<file path="config.mk">
export PLATFORM = sky130hd
export DESIGN_NAME = mrs_sequencer
export DESIGN_NICKNAME = d
export VERILOG_FILES = /design/src/logic/mrs_pkg.sv /design/src/logic/mrs_rst_sync.sv /design/src/logic/mrs_sequencer.sv
export SDC_FILE = /design/constraint.sdc
export NUM_CORES = 1
export LEC_CHECK = 0
export BUFFER_PORTS_ARGS = -buffer_cell sky130_fd_sc_hd__buf_4
export CAP_MARGIN = 5
export CORE_ASPECT_RATIO = 1.25
export CORE_UTILIZATION = 45
export CTS_BUF_LIST = sky130_fd_sc_hd__clkbuf_4 sky130_fd_sc_hd__clkbuf_8
export CTS_CLUSTER_DIAMETER = 200
export DETAILED_ROUTE_END_ITERATION = 16
export PLACE_DENSITY = 0.67
export SYNTH_ARGS = -nofsm -noshare
export SYNTH_HDL_FRONTEND = slang
export SYNTH_SLANG_ARGS = --single-unit
</file>
<file path="constraint.sdc">
create_clock -name clk -period 17.61 [get_ports clk]
set_clock_uncertainty 0.15 [all_clocks]
set_input_delay 2.6415 -clock clk [delete_from_list [all_inputs] [get_ports clk]]
set_output_delay 2.6415 -clock clk [all_outputs]
set_load 0.01 [all_outputs]
</file>
<file path="src/logic/mrs_pkg.sv">
// constants and state types of the reset sequencer
package mrs_pkg;

    // ----------------------------------------
    // vector locations
    // ----------------------------------------
    localparam logic [15:0] VEC_LO_ADDR = 16'hFFFC;
    localparam logic [15:0] VEC_HI_ADDR = 16'hFFFD;

    // ----------------------------------------
    // register address space
    // ----------------------------------------
    localparam int SFR_COUNT = 64;
    localparam int HI_COUNT = 10;
    localparam int PORT_COUNT = 7;
    localparam logic [11:0] HI_BASE_ADDR = 12'h0FF0;
    localparam logic [11:0] HI_LAST_ADDR = 12'h0FF9;
    localparam int PULLUP_BASE_IDX = 0;
    localparam int OWN_ADDR_BASE_IDX = 7;

    // ----------------------------------------
    // low register offsets
    // ----------------------------------------
    localparam logic [5:0] OFS_PORT0_DATA = 6'h00;
    localparam logic [5:0] OFS_PORT0_DIRECTION = 6'h01;
    localparam logic [5:0] OFS_TIMER_SOURCE_SELECT_A = 6'h0E;
    localparam logic [5:0] OFS_TIMER_SOURCE_SELECT_B = 6'h0F;
    localparam logic [5:0] OFS_STOP_RECOVERY = 6'h10;
    localparam logic [5:0] OFS_I2C_SHIFT = 6'h11;
    localparam logic [5:0] OFS_I2C_SPECIAL_STATUS = 6'h12;
    localparam logic [5:0] OFS_I2C_BUS_STATUS = 6'h13;
    localparam logic [5:0] OFS_I2C_BUS_CONTROL = 6'h14;
    localparam logic [5:0] OFS_I2C_CLOCK_CONTROL = 6'h15;
    localparam logic [5:0] OFS_I2C_CONDITION_CONTROL = 6'h16;
    localparam logic [5:0] OFS_I2C_SPECIAL_CONTROL = 6'h17;
    localparam logic [5:0] OFS_SERIAL1_BUFFER = 6'h18;
    localparam logic [5:0] OFS_SERIAL1_STATUS = 6'h19;
    localparam logic [5:0] OFS_SERIAL1_CONTROL = 6'h1A;
    localparam logic [5:0] OFS_ASYNC1_LINE_CONTROL = 6'h1B;
    localparam logic [5:0] OFS_BAUD1 = 6'h1C;
    localparam logic [5:0] OFS_WATCHDOG_CONTROL = 6'h1E;
    localparam logic [5:0] OFS_SERIAL2_DATA = 6'h1F;
    localparam logic [5:0] OFS_PRESCALER_12 = 6'h20;
    localparam logic [5:0] OFS_TIMER_ONE = 6'h21;
    localparam logic [5:0] OFS_TIMER_TWO = 6'h22;
    localparam logic [5:0] OFS_PRESCALER_X = 6'h24;
    localparam logic [5:0] OFS_TIMER_X = 6'h25;
    localparam logic [5:0] OFS_PRESCALER_Y = 6'h26;
    localparam logic [5:0] OFS_TIMER_Y = 6'h27;
    localparam logic [5:0] OFS_WIDE_TIMER_LOW_BYTE = 6'h28;
    localparam logic [5:0] OFS_WIDE_TIMER_HIGH_BYTE = 6'h29;
    localparam logic [5:0] OFS_PWM_PRESCALER = 6'h2C;
    localparam logic [5:0] OFS_PWM_PERIOD = 6'h2D;
    localparam logic [5:0] OFS_BAUD3 = 6'h2F;
    localparam logic [5:0] OFS_SERIAL3_BUFFER = 6'h30;
    localparam logic [5:0] OFS_SERIAL3_STATUS = 6'h31;
    localparam logic [5:0] OFS_ASYNC3_LINE_CONTROL = 6'h33;
    localparam logic [5:0] OFS_CONVERTER_CONTROL = 6'h34;
    localparam logic [5:0] OFS_CONVERSION_ONE = 6'h35;
    localparam logic [5:0] OFS_DAC_ONE = 6'h36;
    localparam logic [5:0] OFS_DAC_TWO = 6'h37;
    localparam logic [5:0] OFS_IRQ_SOURCE_SELECT = 6'h39;
    localparam logic [5:0] OFS_IRQ_EDGE_SELECT = 6'h3A;
    localparam logic [5:0] OFS_CPU_MODE_CONTROL = 6'h3B;
    localparam logic [5:0] OFS_IRQ_REQUEST_ONE = 6'h3C;
    localparam logic [5:0] OFS_IRQ_REQUEST_TWO = 6'h3D;
    localparam logic [5:0] OFS_IRQ_CONTROL_ONE = 6'h3E;
    localparam logic [5:0] OFS_IRQ_CONTROL_TWO = 6'h3F;

    // ----------------------------------------
    // values after reset
    // ----------------------------------------
    localparam logic [7:0] RST_CLEAR = 8'h00;
    localparam logic [7:0] RST_TIMER_SOURCE = 8'h33;
    localparam logic [7:0] RST_COUNT_FULL = 8'hFF;
    localparam logic [7:0] RST_TIMER_ONE = 8'h01;
    localparam logic [7:0] RST_WATCHDOG = 8'h3F;
    localparam logic [7:0] RST_I2C_CONDITION = 8'h1A;
    localparam logic [7:0] RST_I2C_SPECIAL_STATUS = 8'h20;
    localparam logic [7:0] RST_I2C_BUS_STATUS = 8'h10;
    localparam logic [7:0] RST_SERIAL_STATUS = 8'h80;
    localparam logic [7:0] RST_ASYNC_LINE = 8'hE0;
    localparam logic [7:0] RST_CONVERTER = 8'h04;
    localparam logic [7:0] RST_CPU_MODE = 8'h24;

    // registers with no defined value after reset
    localparam logic [63:0] UNDEF_MASK = 64'h0021_B000_9102_0000;

    // ----------------------------------------
    // state
    // ----------------------------------------
    typedef enum logic [2:0] {
        ST_HOLD = 3'b000,
        ST_REQ_LO = 3'b001,
        ST_WAIT_LO = 3'b010,
        ST_REQ_HI = 3'b011,
        ST_WAIT_HI = 3'b100,
        ST_RUN = 3'b101
    } mrs_phase_t;

    typedef struct packed {
        mrs_phase_t phase;
        logic vec_req;
        logic [15:0] vec_addr;
        logic [7:0] vec_lo;
        logic [15:0] pc;
        logic pc_load;
        logic run;
        logic [7:0] rd_data;
        logic rd_valid;
        logic [63:0][7:0] sfr;
        logic [9:0][7:0] hi;
    } mrs_state_t;

endpackage : mrs_pkg

</file>
<file path="src/logic/mrs_rst_sync.sv">
// reset synchroniser: asynchronous assertion, clocked release
`timescale 1ns/10ps
`default_nettype none
module mrs_rst_sync (
    // clock and raw reset pin
    input wire logic clk,
    input wire logic rst_n,
    // released reset
    output logic rst_sync_n
);
    logic meta_reg;
    logic sync_reg;

    // ----------------------------------------
    // two stages, only the second is read
    // ----------------------------------------
    always_ff @(posedge clk or negedge rst_n) begin
        if (!rst_n) begin
            meta_reg <= 1'b0;
            sync_reg <= 1'b0;
        end else begin
            meta_reg <= 1'b1;
            sync_reg <= meta_reg;
        end
    end

    assign rst_sync_n = sync_reg;
endmodule : mrs_rst_sync
`default_nettype wire

</file>
<file path="src/logic/mrs_sequencer.sv">
// reset sequencer: register reset values and reset vector fetch
`timescale 1ns/10ps
`default_nettype none
module mrs_sequencer #(
    parameter int PORT_COUNT = mrs_pkg::PORT_COUNT
) (
    // main oscillator clock and reset pin
    input wire logic clk,
    input wire logic rst_n,
    // vector fetch from program memory
    output logic vec_rd_req,
    output logic [15:0] vec_rd_addr,
    input wire logic vec_rd_valid,
    input wire logic [7:0] vec_rd_data,
    // cpu start
    output logic [15:0] pc_value,
    output logic pc_load,
    output logic cpu_run,
    // register write from the cpu
    input wire logic wr_en,
    input wire logic [11:0] wr_addr,
    input wire logic [7:0] wr_data,
    // register read from the cpu
    input wire logic rd_en,
    input wire logic [11:0] rd_addr,
    output logic [7:0] rd_data,
    output logic rd_valid,
    // port controls
    output logic [8*PORT_COUNT-1:0] port_out,
    output logic [8*PORT_COUNT-1:0] port_direction,
    output logic [8*PORT_COUNT-1:0] port_pullup
);
    // ----------------------------------------
    // elaboration check
    // ----------------------------------------
    // pull-up and port maps are laid out for this many ports
    if (PORT_COUNT != mrs_pkg::PORT_COUNT) begin : g_port_count_check
        $error("port count must match the register map");
    end

    // ----------------------------------------
    // address decode helpers
    // ----------------------------------------
    function automatic logic is_low(input logic [11:0] a);
        return a[11:6] == 6'h00;
    endfunction : is_low

    function automatic logic is_high(input logic [11:0] a);
        return a >= mrs_pkg::HI_BASE_ADDR && a <= mrs_pkg::HI_LAST_ADDR;
    endfunction : is_high

    function automatic logic [3:0] high_idx(input logic [11:0] a);
        logic [11:0] d;
        d = a - mrs_pkg::HI_BASE_ADDR;
        return d[3:0];
    endfunction : high_idx

    function automatic logic is_undef(input logic [11:0] a);
        return is_low(a) && mrs_pkg::UNDEF_MASK[a[5:0]];
    endfunction : is_undef

    // ----------------------------------------
    // reset image of the low register block
    // ----------------------------------------
    function automatic logic [63:0][7:0] sfr_image();
        logic [63:0][7:0] v;
        v = '0;
        // port latches and directions start as inputs
        for (int p = 0; p < mrs_pkg::PORT_COUNT; p++) begin
            v[mrs_pkg::OFS_PORT0_DATA + 2*p] = mrs_pkg::RST_CLEAR;
            v[mrs_pkg::OFS_PORT0_DIRECTION + 2*p] = mrs_pkg::RST_CLEAR;
        end

        // cleared control and interrupt registers
        v[mrs_pkg::OFS_STOP_RECOVERY] = mrs_pkg::RST_CLEAR;
        v[mrs_pkg::OFS_I2C_BUS_CONTROL] = mrs_pkg::RST_CLEAR;
        v[mrs_pkg::OFS_I2C_CLOCK_CONTROL] = mrs_pkg::RST_CLEAR;
        v[mrs_pkg::OFS_I2C_SPECIAL_CONTROL] = mrs_pkg::RST_CLEAR;
        v[mrs_pkg::OFS_SERIAL1_CONTROL] = mrs_pkg::RST_CLEAR;
        v[mrs_pkg::OFS_DAC_ONE] = mrs_pkg::RST_CLEAR;
        v[mrs_pkg::OFS_DAC_TWO] = mrs_pkg::RST_CLEAR;
        v[mrs_pkg::OFS_IRQ_SOURCE_SELECT] = mrs_pkg::RST_CLEAR;
        v[mrs_pkg::OFS_IRQ_EDGE_SELECT] = mrs_pkg::RST_CLEAR;
        v[mrs_pkg::OFS_IRQ_REQUEST_ONE] = mrs_pkg::RST_CLEAR;
        v[mrs_pkg::OFS_IRQ_REQUEST_TWO] = mrs_pkg::RST_CLEAR;
        v[mrs_pkg::OFS_IRQ_CONTROL_ONE] = mrs_pkg::RST_CLEAR;
        v[mrs_pkg::OFS_IRQ_CONTROL_TWO] = mrs_pkg::RST_CLEAR;

        // preset values
        v[mrs_pkg::OFS_TIMER_SOURCE_SELECT_A] = mrs_pkg::RST_TIMER_SOURCE;
        v[mrs_pkg::OFS_TIMER_SOURCE_SELECT_B] = mrs_pkg::RST_TIMER_SOURCE;
        v[mrs_pkg::OFS_I2C_SPECIAL_STATUS] = mrs_pkg::RST_I2C_SPECIAL_STATUS;
        v[mrs_pkg::OFS_I2C_BUS_STATUS] = mrs_pkg::RST_I2C_BUS_STATUS;
        v[mrs_pkg::OFS_I2C_CONDITION_CONTROL] = mrs_pkg::RST_I2C_CONDITION;
        v[mrs_pkg::OFS_SERIAL1_STATUS] = mrs_pkg::RST_SERIAL_STATUS;
        v[mrs_pkg::OFS_ASYNC1_LINE_CONTROL] = mrs_pkg::RST_ASYNC_LINE;
        v[mrs_pkg::OFS_WATCHDOG_CONTROL] = mrs_pkg::RST_WATCHDOG;
        v[mrs_pkg::OFS_PRESCALER_12] = mrs_pkg::RST_COUNT_FULL;
        v[mrs_pkg::OFS_TIMER_ONE] = mrs_pkg::RST_TIMER_ONE;
        v[mrs_pkg::OFS_TIMER_TWO] = mrs_pkg::RST_COUNT_FULL;
        v[mrs_pkg::OFS_PRESCALER_X] = mrs_pkg::RST_COUNT_FULL;
        v[mrs_pkg::OFS_TIMER_X] = mrs_pkg::RST_COUNT_FULL;
        v[mrs_pkg::OFS_PRESCALER_Y] = mrs_pkg::RST_COUNT_FULL;
        v[mrs_pkg::OFS_TIMER_Y] = mrs_pkg::RST_COUNT_FULL;
        v[mrs_pkg::OFS_WIDE_TIMER_LOW_BYTE] = mrs_pkg::RST_COUNT_FULL;
        v[mrs_pkg::OFS_WIDE_TIMER_HIGH_BYTE] = mrs_pkg::RST_COUNT_FULL;
        v[mrs_pkg::OFS_SERIAL3_STATUS] = mrs_pkg::RST_SERIAL_STATUS;
        v[mrs_pkg::OFS_ASYNC3_LINE_CONTROL] = mrs_pkg::RST_ASYNC_LINE;
        v[mrs_pkg::OFS_CONVERTER_CONTROL] = mrs_pkg::RST_CONVERTER;
        v[mrs_pkg::OFS_CPU_MODE_CONTROL] = mrs_pkg::RST_CPU_MODE;
        return v;
    endfunction : sfr_image

    localparam logic [63:0][7:0] SFR_RESET = sfr_image();

    // ----------------------------------------
    // reset image of the high register block
    // ----------------------------------------
    function automatic logic [9:0][7:0] hi_image();
        logic [9:0][7:0] v;
        v = '0;
        for (int p = 0; p < mrs_pkg::PORT_COUNT; p++) begin
            v[mrs_pkg::PULLUP_BASE_IDX + p] = mrs_pkg::RST_CLEAR;
        end
        for (int i = mrs_pkg::OWN_ADDR_BASE_IDX; i < mrs_pkg::HI_COUNT;
                i++) begin
            v[i] = mrs_pkg::RST_CLEAR;
        end
        return v;
    endfunction : hi_image

    localparam logic [9:0][7:0] HI_RESET = hi_image();

    // ----------------------------------------
    // reset release
    // ----------------------------------------
    // the pin is only trusted to meet its minimum low time; a short
    // glitch still clears every register but the unreset buffers, which is the safe side
    logic rst_sync_n;

    mrs_rst_sync u_rst_sync (
        .clk(clk),
        .rst_n(rst_n),
        .rst_sync_n(rst_sync_n)
    );

    // ----------------------------------------
    // state
    // ----------------------------------------
    mrs_pkg::mrs_state_t state_reg;
    mrs_pkg::mrs_state_t state_next;
    // buffers and shift registers keep no reset value
    logic [7:0] undef_mem [0:63];
    logic undef_wr;
    logic [5:0] low_wr_idx;
    logic [5:0] low_rd_idx;
    logic [3:0] hi_wr_idx;
    logic [3:0] hi_rd_idx;

    assign low_wr_idx = wr_addr[5:0];
    assign low_rd_idx = rd_addr[5:0];
    assign hi_wr_idx = high_idx(wr_addr);
    assign hi_rd_idx = high_idx(rd_addr);

    // writes only land once the cpu runs
    assign undef_wr = state_reg.run && wr_en
        && is_undef(wr_addr);

    // ----------------------------------------
    // phase machine and register file
    // ----------------------------------------
    always_comb begin
        state_next = state_reg;
        state_next.vec_req = 1'b0;
        state_next.pc_load = 1'b0;
        state_next.rd_valid = 1'b0;
        case (state_reg.phase)
            mrs_pkg::ST_HOLD: begin
                // first edge after a clean release
                state_next.phase = mrs_pkg::ST_REQ_LO;
            end
            mrs_pkg::ST_REQ_LO: begin
                state_next.vec_req = 1'b1;
                state_next.vec_addr = mrs_pkg::VEC_LO_ADDR;
                state_next.phase = mrs_pkg::ST_WAIT_LO;
            end
            mrs_pkg::ST_WAIT_LO: begin
                // no timeout: a silent memory keeps the cpu held
                if (vec_rd_valid) begin
                    state_next.vec_lo = vec_rd_data;
                    state_next.phase = mrs_pkg::ST_REQ_HI;
                end
            end
            mrs_pkg::ST_REQ_HI: begin
                state_next.vec_req = 1'b1;
                state_next.vec_addr = mrs_pkg::VEC_HI_ADDR;
                state_next.phase = mrs_pkg::ST_WAIT_HI;
            end
            mrs_pkg::ST_WAIT_HI: begin
                if (vec_rd_valid) begin
                    state_next.pc = {vec_rd_data, state_reg.vec_lo};
                    state_next.pc_load = 1'b1;
                    state_next.run = 1'b1;
                    state_next.phase = mrs_pkg::ST_RUN;
                end
            end
            mrs_pkg::ST_RUN: begin
                // a same-edge read still sees the old value
                if (wr_en && is_low(wr_addr)
                        && !is_undef(wr_addr)) begin
                    state_next.sfr[low_wr_idx] = wr_data;
                end else if (wr_en && is_high(wr_addr)) begin
                    state_next.hi[hi_wr_idx] = wr_data;
                end
                if (rd_en) begin
                    state_next.rd_valid = 1'b1;
                    if (is_low(rd_addr)) begin
                        if (is_undef(rd_addr)) begin
                            state_next.rd_data = undef_mem[low_rd_idx];
                        end else begin
                            state_next.rd_data = state_reg.sfr[low_rd_idx];
                        end
                    end else if (is_high(rd_addr)) begin
                        state_next.rd_data = state_reg.hi[hi_rd_idx];
                    end else begin
                        // unmapped space reads as zero
                        state_next.rd_data = 8'h00;
                    end
                end
            end
            default: begin
                state_next.phase = mrs_pkg::ST_HOLD;
            end
        endcase
    end

    // ----------------------------------------
    // registers
    // ----------------------------------------
    always_ff @(posedge clk or negedge rst_sync_n) begin
        if (!rst_sync_n) begin
            state_reg.phase <= mrs_pkg::ST_HOLD;
            state_reg.vec_req <= 1'b0;
            state_reg.vec_addr <= 16'h0000;
            state_reg.vec_lo <= 8'h00;
            state_reg.pc <= 16'h0000;
            state_reg.pc_load <= 1'b0;
            state_reg.run <= 1'b0;
            state_reg.rd_data <= 8'h00;
            state_reg.rd_valid <= 1'b0;
            state_reg.sfr <= SFR_RESET;
            state_reg.hi <= HI_RESET;
        end else begin
            state_reg <= state_next;
        end
    end

    // no reset: contents are garbage until software writes them
    always_ff @(posedge clk) begin
        if (undef_wr) begin
            undef_mem[low_wr_idx] <= wr_data;
        end
    end

    // ----------------------------------------
    // outputs
    // ----------------------------------------
    assign vec_rd_req = state_reg.vec_req;
    assign vec_rd_addr = state_reg.vec_addr;
    assign pc_value = state_reg.pc;
    assign pc_load = state_reg.pc_load;
    assign cpu_run = state_reg.run;
    assign rd_data = state_reg.rd_data;
    assign rd_valid = state_reg.rd_valid;

    for (genvar p = 0; p < PORT_COUNT; p++) begin : g_port
        assign port_out[8*p +: 8] = state_reg.sfr[2*p];
        assign port_direction[8*p +: 8] = state_reg.sfr[2*p + 1];
        assign port_pullup[8*p +: 8] =
            state_reg.hi[mrs_pkg::PULLUP_BASE_IDX + p];
    end

endmodule : mrs_sequencer
`default_nettype wire

</file>
==> metrics.md <==
| Metric | Value |
|---|---|
| Status | completed |
| Area of the mapped netlist | 0.0464 mm2 |
| First-pass GRT wire length | 179 mm |
| Final nets | 3,260 |
| Slowest cell on the critical path | buf_12 |
| Final min period | 6.07 ns |
| Die Span X | 289 um |
| Setup bufs post-CTS | 0 |
| RSZ-0062 raised after global routing | no |
| Congestion Overflow GR | 0 |
| Cell Pwr Density | 99.3 mW/mm2 |
| Row cnt | 131 |
| Io pins | 257 |
| Largest stage delay, worst path | 0.55 ns |
| Vias in the first global route | 27,200 |
| Crit path from | rd_addr[0] |
| Port Buffers | 255 |
| Maximum VDD drop | 0.0000927 V |
| Die area | 0.105 mm2 |
| Total Wirelength | 121 mm |
| Synth Warn # | 0 |
| Post_cts resized | 0 |
| Total track usage | 0.233 |
| Hold_ws | 0.199 ns |
| Core region area | 0.102 mm2 |
| Worst Setup EP | rd_data[0] |
| CTS Buf Count | 165 |
| Layout Cells excl Fill | 4,670 |
| Clk root buf | clkbuf_8 |
| HPWL Detailed | 77.3 mm |
| Startpoint Class | input port |
| Final hold vios | 0 |
| Initial antenna violation count | 3 |
| Hold-fix buffers, CTS | 0 |
| Final Max Slew Viols | 0 |
| #FFs+latches synth | 1,043 |
| Leak | 23.1 nW |
| Clock buffer depth | 3 |
| Drc violations | 0 |
| Hold/Removal Path Class | reg2reg |
| Area grow syn2layout | 12.9% |
| Tcrit/Tclk final | 0.345 |
| Via count | 26,500 |
| Crit path max fanout | 83 |
| Crit. End Element | register |
| Routed Antenna Nets | 0 |
| Drt via density | 5.67 |
| Top-count cell post-synth | dfrtp_1 |
| Req. time, crit path | 18.18 ns |
| Clock Latency Late Sink | 0.85 ns |
| Tightest Pin Transition | 1.21 ns |
| FFs w/ async S/R, synth | 0.609 |
| Cell count after synthesis | 2,909 |
| Largest net degree at the start of global routing | 159 |
| Initial detailed-routing violation count | 2,146 |
| Chip Height | 361 um |
| Max Fclk | 0.165 GHz |
| # placed instances | 4,369 |
| Layout cells sized above 1 | 0.433 |
| Htree depth | 4 |
| Syn Area/Cell | 16.0 um2 |
| Critical path class | in2reg |
| RR Startpoint | state_reg[645] |
| Part of the Yosys area used for sequential elements | 0.609 |
| Initial core utilization | 0.455 |
| Setup TNS Final | 0 ns |
| Top FF cell, synth | dfrtp_1 |
| Reg2Reg Depth | 7 |
| Post-synth EDFFs | 408 |
| RePlAce Congestion | 0.866 |
| Average wire per standard cell | 25.9 um |
| Synth top area cells | dfrtp_1, edfxtp_1, mux2_2, mux4_2, dfstp_2 |
| Final Setup Violations | 0 |
| Worst-path cell chain | buf_8, buf_12, inv_2, ha_1, mux2_2, a221oi_1, nor3_1, buf_4, a211oi_1, o31a_1, o21ai_0 |
| Synth top cells by count | dfrtp_1, mux2_2, edfxtp_1, buf_4, mux4_2 |
| First-pass iteration count of the detailed router | 7 |
| Reg clk slew, reported paths | 0.06 ns |
| Biggest area consumer among synthesized cells | dfrtp_1 |
| Clock sink total | 1,043 |
| R2r setup slk | 13.99 ns |
| MaxCap Viol Count | 0 |
| Slew headroom | 0.195 |
| FF-to-FF End | port_out[54] |
| Cell variety after synth | 65 |
| WP data arrival | 6.64 ns |
| Max reg flops | 435 |
| CTS tree | yes |
| Top cell type's share of synthesized area | 0.291 |
area by class of cell:
type,instances,area [um2]
multi-input cells,1688,16600
repair buffers,297,2290
clock buffers,264,3210
clock inverters,36,362
fillers,8505,49700
diodes,1,2.50
flip-flops and latches,1043,28300
well taps,1330,1660
inverters,11,41.3
how the worst min path moves through the flow:
stage                         from               endpoint  slack [ns]  cells after the start
2_1_floorplan  u_rst_sync.meta_reg  u_rst_sync.rst_sync_n        0.18                      0
3_3_place_gp   u_rst_sync.meta_reg  u_rst_sync.rst_sync_n        0.18                      0
3_5_place_dp   u_rst_sync.meta_reg  u_rst_sync.rst_sync_n        0.19                      0
4_1_cts        u_rst_sync.meta_reg  u_rst_sync.rst_sync_n        0.20                      0
5_1_grt        u_rst_sync.meta_reg  u_rst_sync.rst_sync_n        0.23                      0
6_report       u_rst_sync.meta_reg  u_rst_sync.rst_sync_n        0.20                      0
report_power, final:
part           internal (mW)  switching, mW
clock network           1.24          0.967
registers               2.61         0.0352
logic                  0.138          0.220
layer usage:
layer	track usage	vias to the layer above	routed length, um
li1	-	11200	-
met1	0.306	14000	49500
met2	0.376	1028	58800
met3	0.0499	201	8320
met4	0.0922	4	4350
met5	0	-	22
cell families (layout without fill, tap and decap cells):
| kind of cell | after synthesis | after routing | share of synthesized area |
|---|---|---|---|
| mux | 955 | 955 | 0.278 |
| compound gates | 203 | 203 | 0.0305 |
| other cells | 2 | 219 | 0.000162 |
| fa+ha+maj | 9 | 9 | 0.00242 |
| buf+inv | 394 | 608 | 0.0520 |
| simple gates | 302 | 302 | 0.0284 |
| flops | 1043 | 1043 | 0.609 |
| xor+xnor | 1 | 1 | 0.000189 |
placed cells by master, fill, tap and decap left out, types with 5 or more instances in the layout:
cell type  instances
clkbuf_4          67
clkinv_1           7
mux2_1            98
a31oi_1            9
bufinv_16          5
clkinv_2          12
inv_8              5
nor2_2             8
nand4_1            6
nand3_1           21
edfxtp_1         408
a22o_1             7
nor2_1            64
a21oi_1           31
nand2_1          146
dfstp_2           95
a211oi_1           7
a221oi_1          14
nor4_1             7
a22oi_1           28
conb_1           218
inv_1              6
o22ai_1           18
ha_1               9
clkbuf_8         197
mux4_2           204
o21ai_0           33
buf_4            291
mux2i_1          121
dfrtp_1          539
mux2_2           532
o221ai_1          17
nor3_1            15
nor2b_1           11
stage by stage:
step / utilization / worst slack (ns) / instance area (um2) / power, mW
floorplan: - / 7.23 / 47300 / 2.93
global placement: 0.479 / 10.65 / 48900 / 3.05
detailed placement: 0.479 / 10.69 / 48900 / 3.05
CTS: 0.514 / 11.63 / 52500 / 5.26
global route: 0.514 / 11.32 / 52500 / 5.39
finish: 0.514 / 11.54 / 52500 / 5.21
worst max-delay path, delay by kind of cell:
family | cells | cell delay, ns
compound gates | 4 | 1.50
buf+inv | 4 | 1.56
fa+ha+maj | 1 | 0.30
mux | 1 | 0.26
simple gates | 1 | 0.08
No activity file was read; power rests on OpenSTA's default activity.
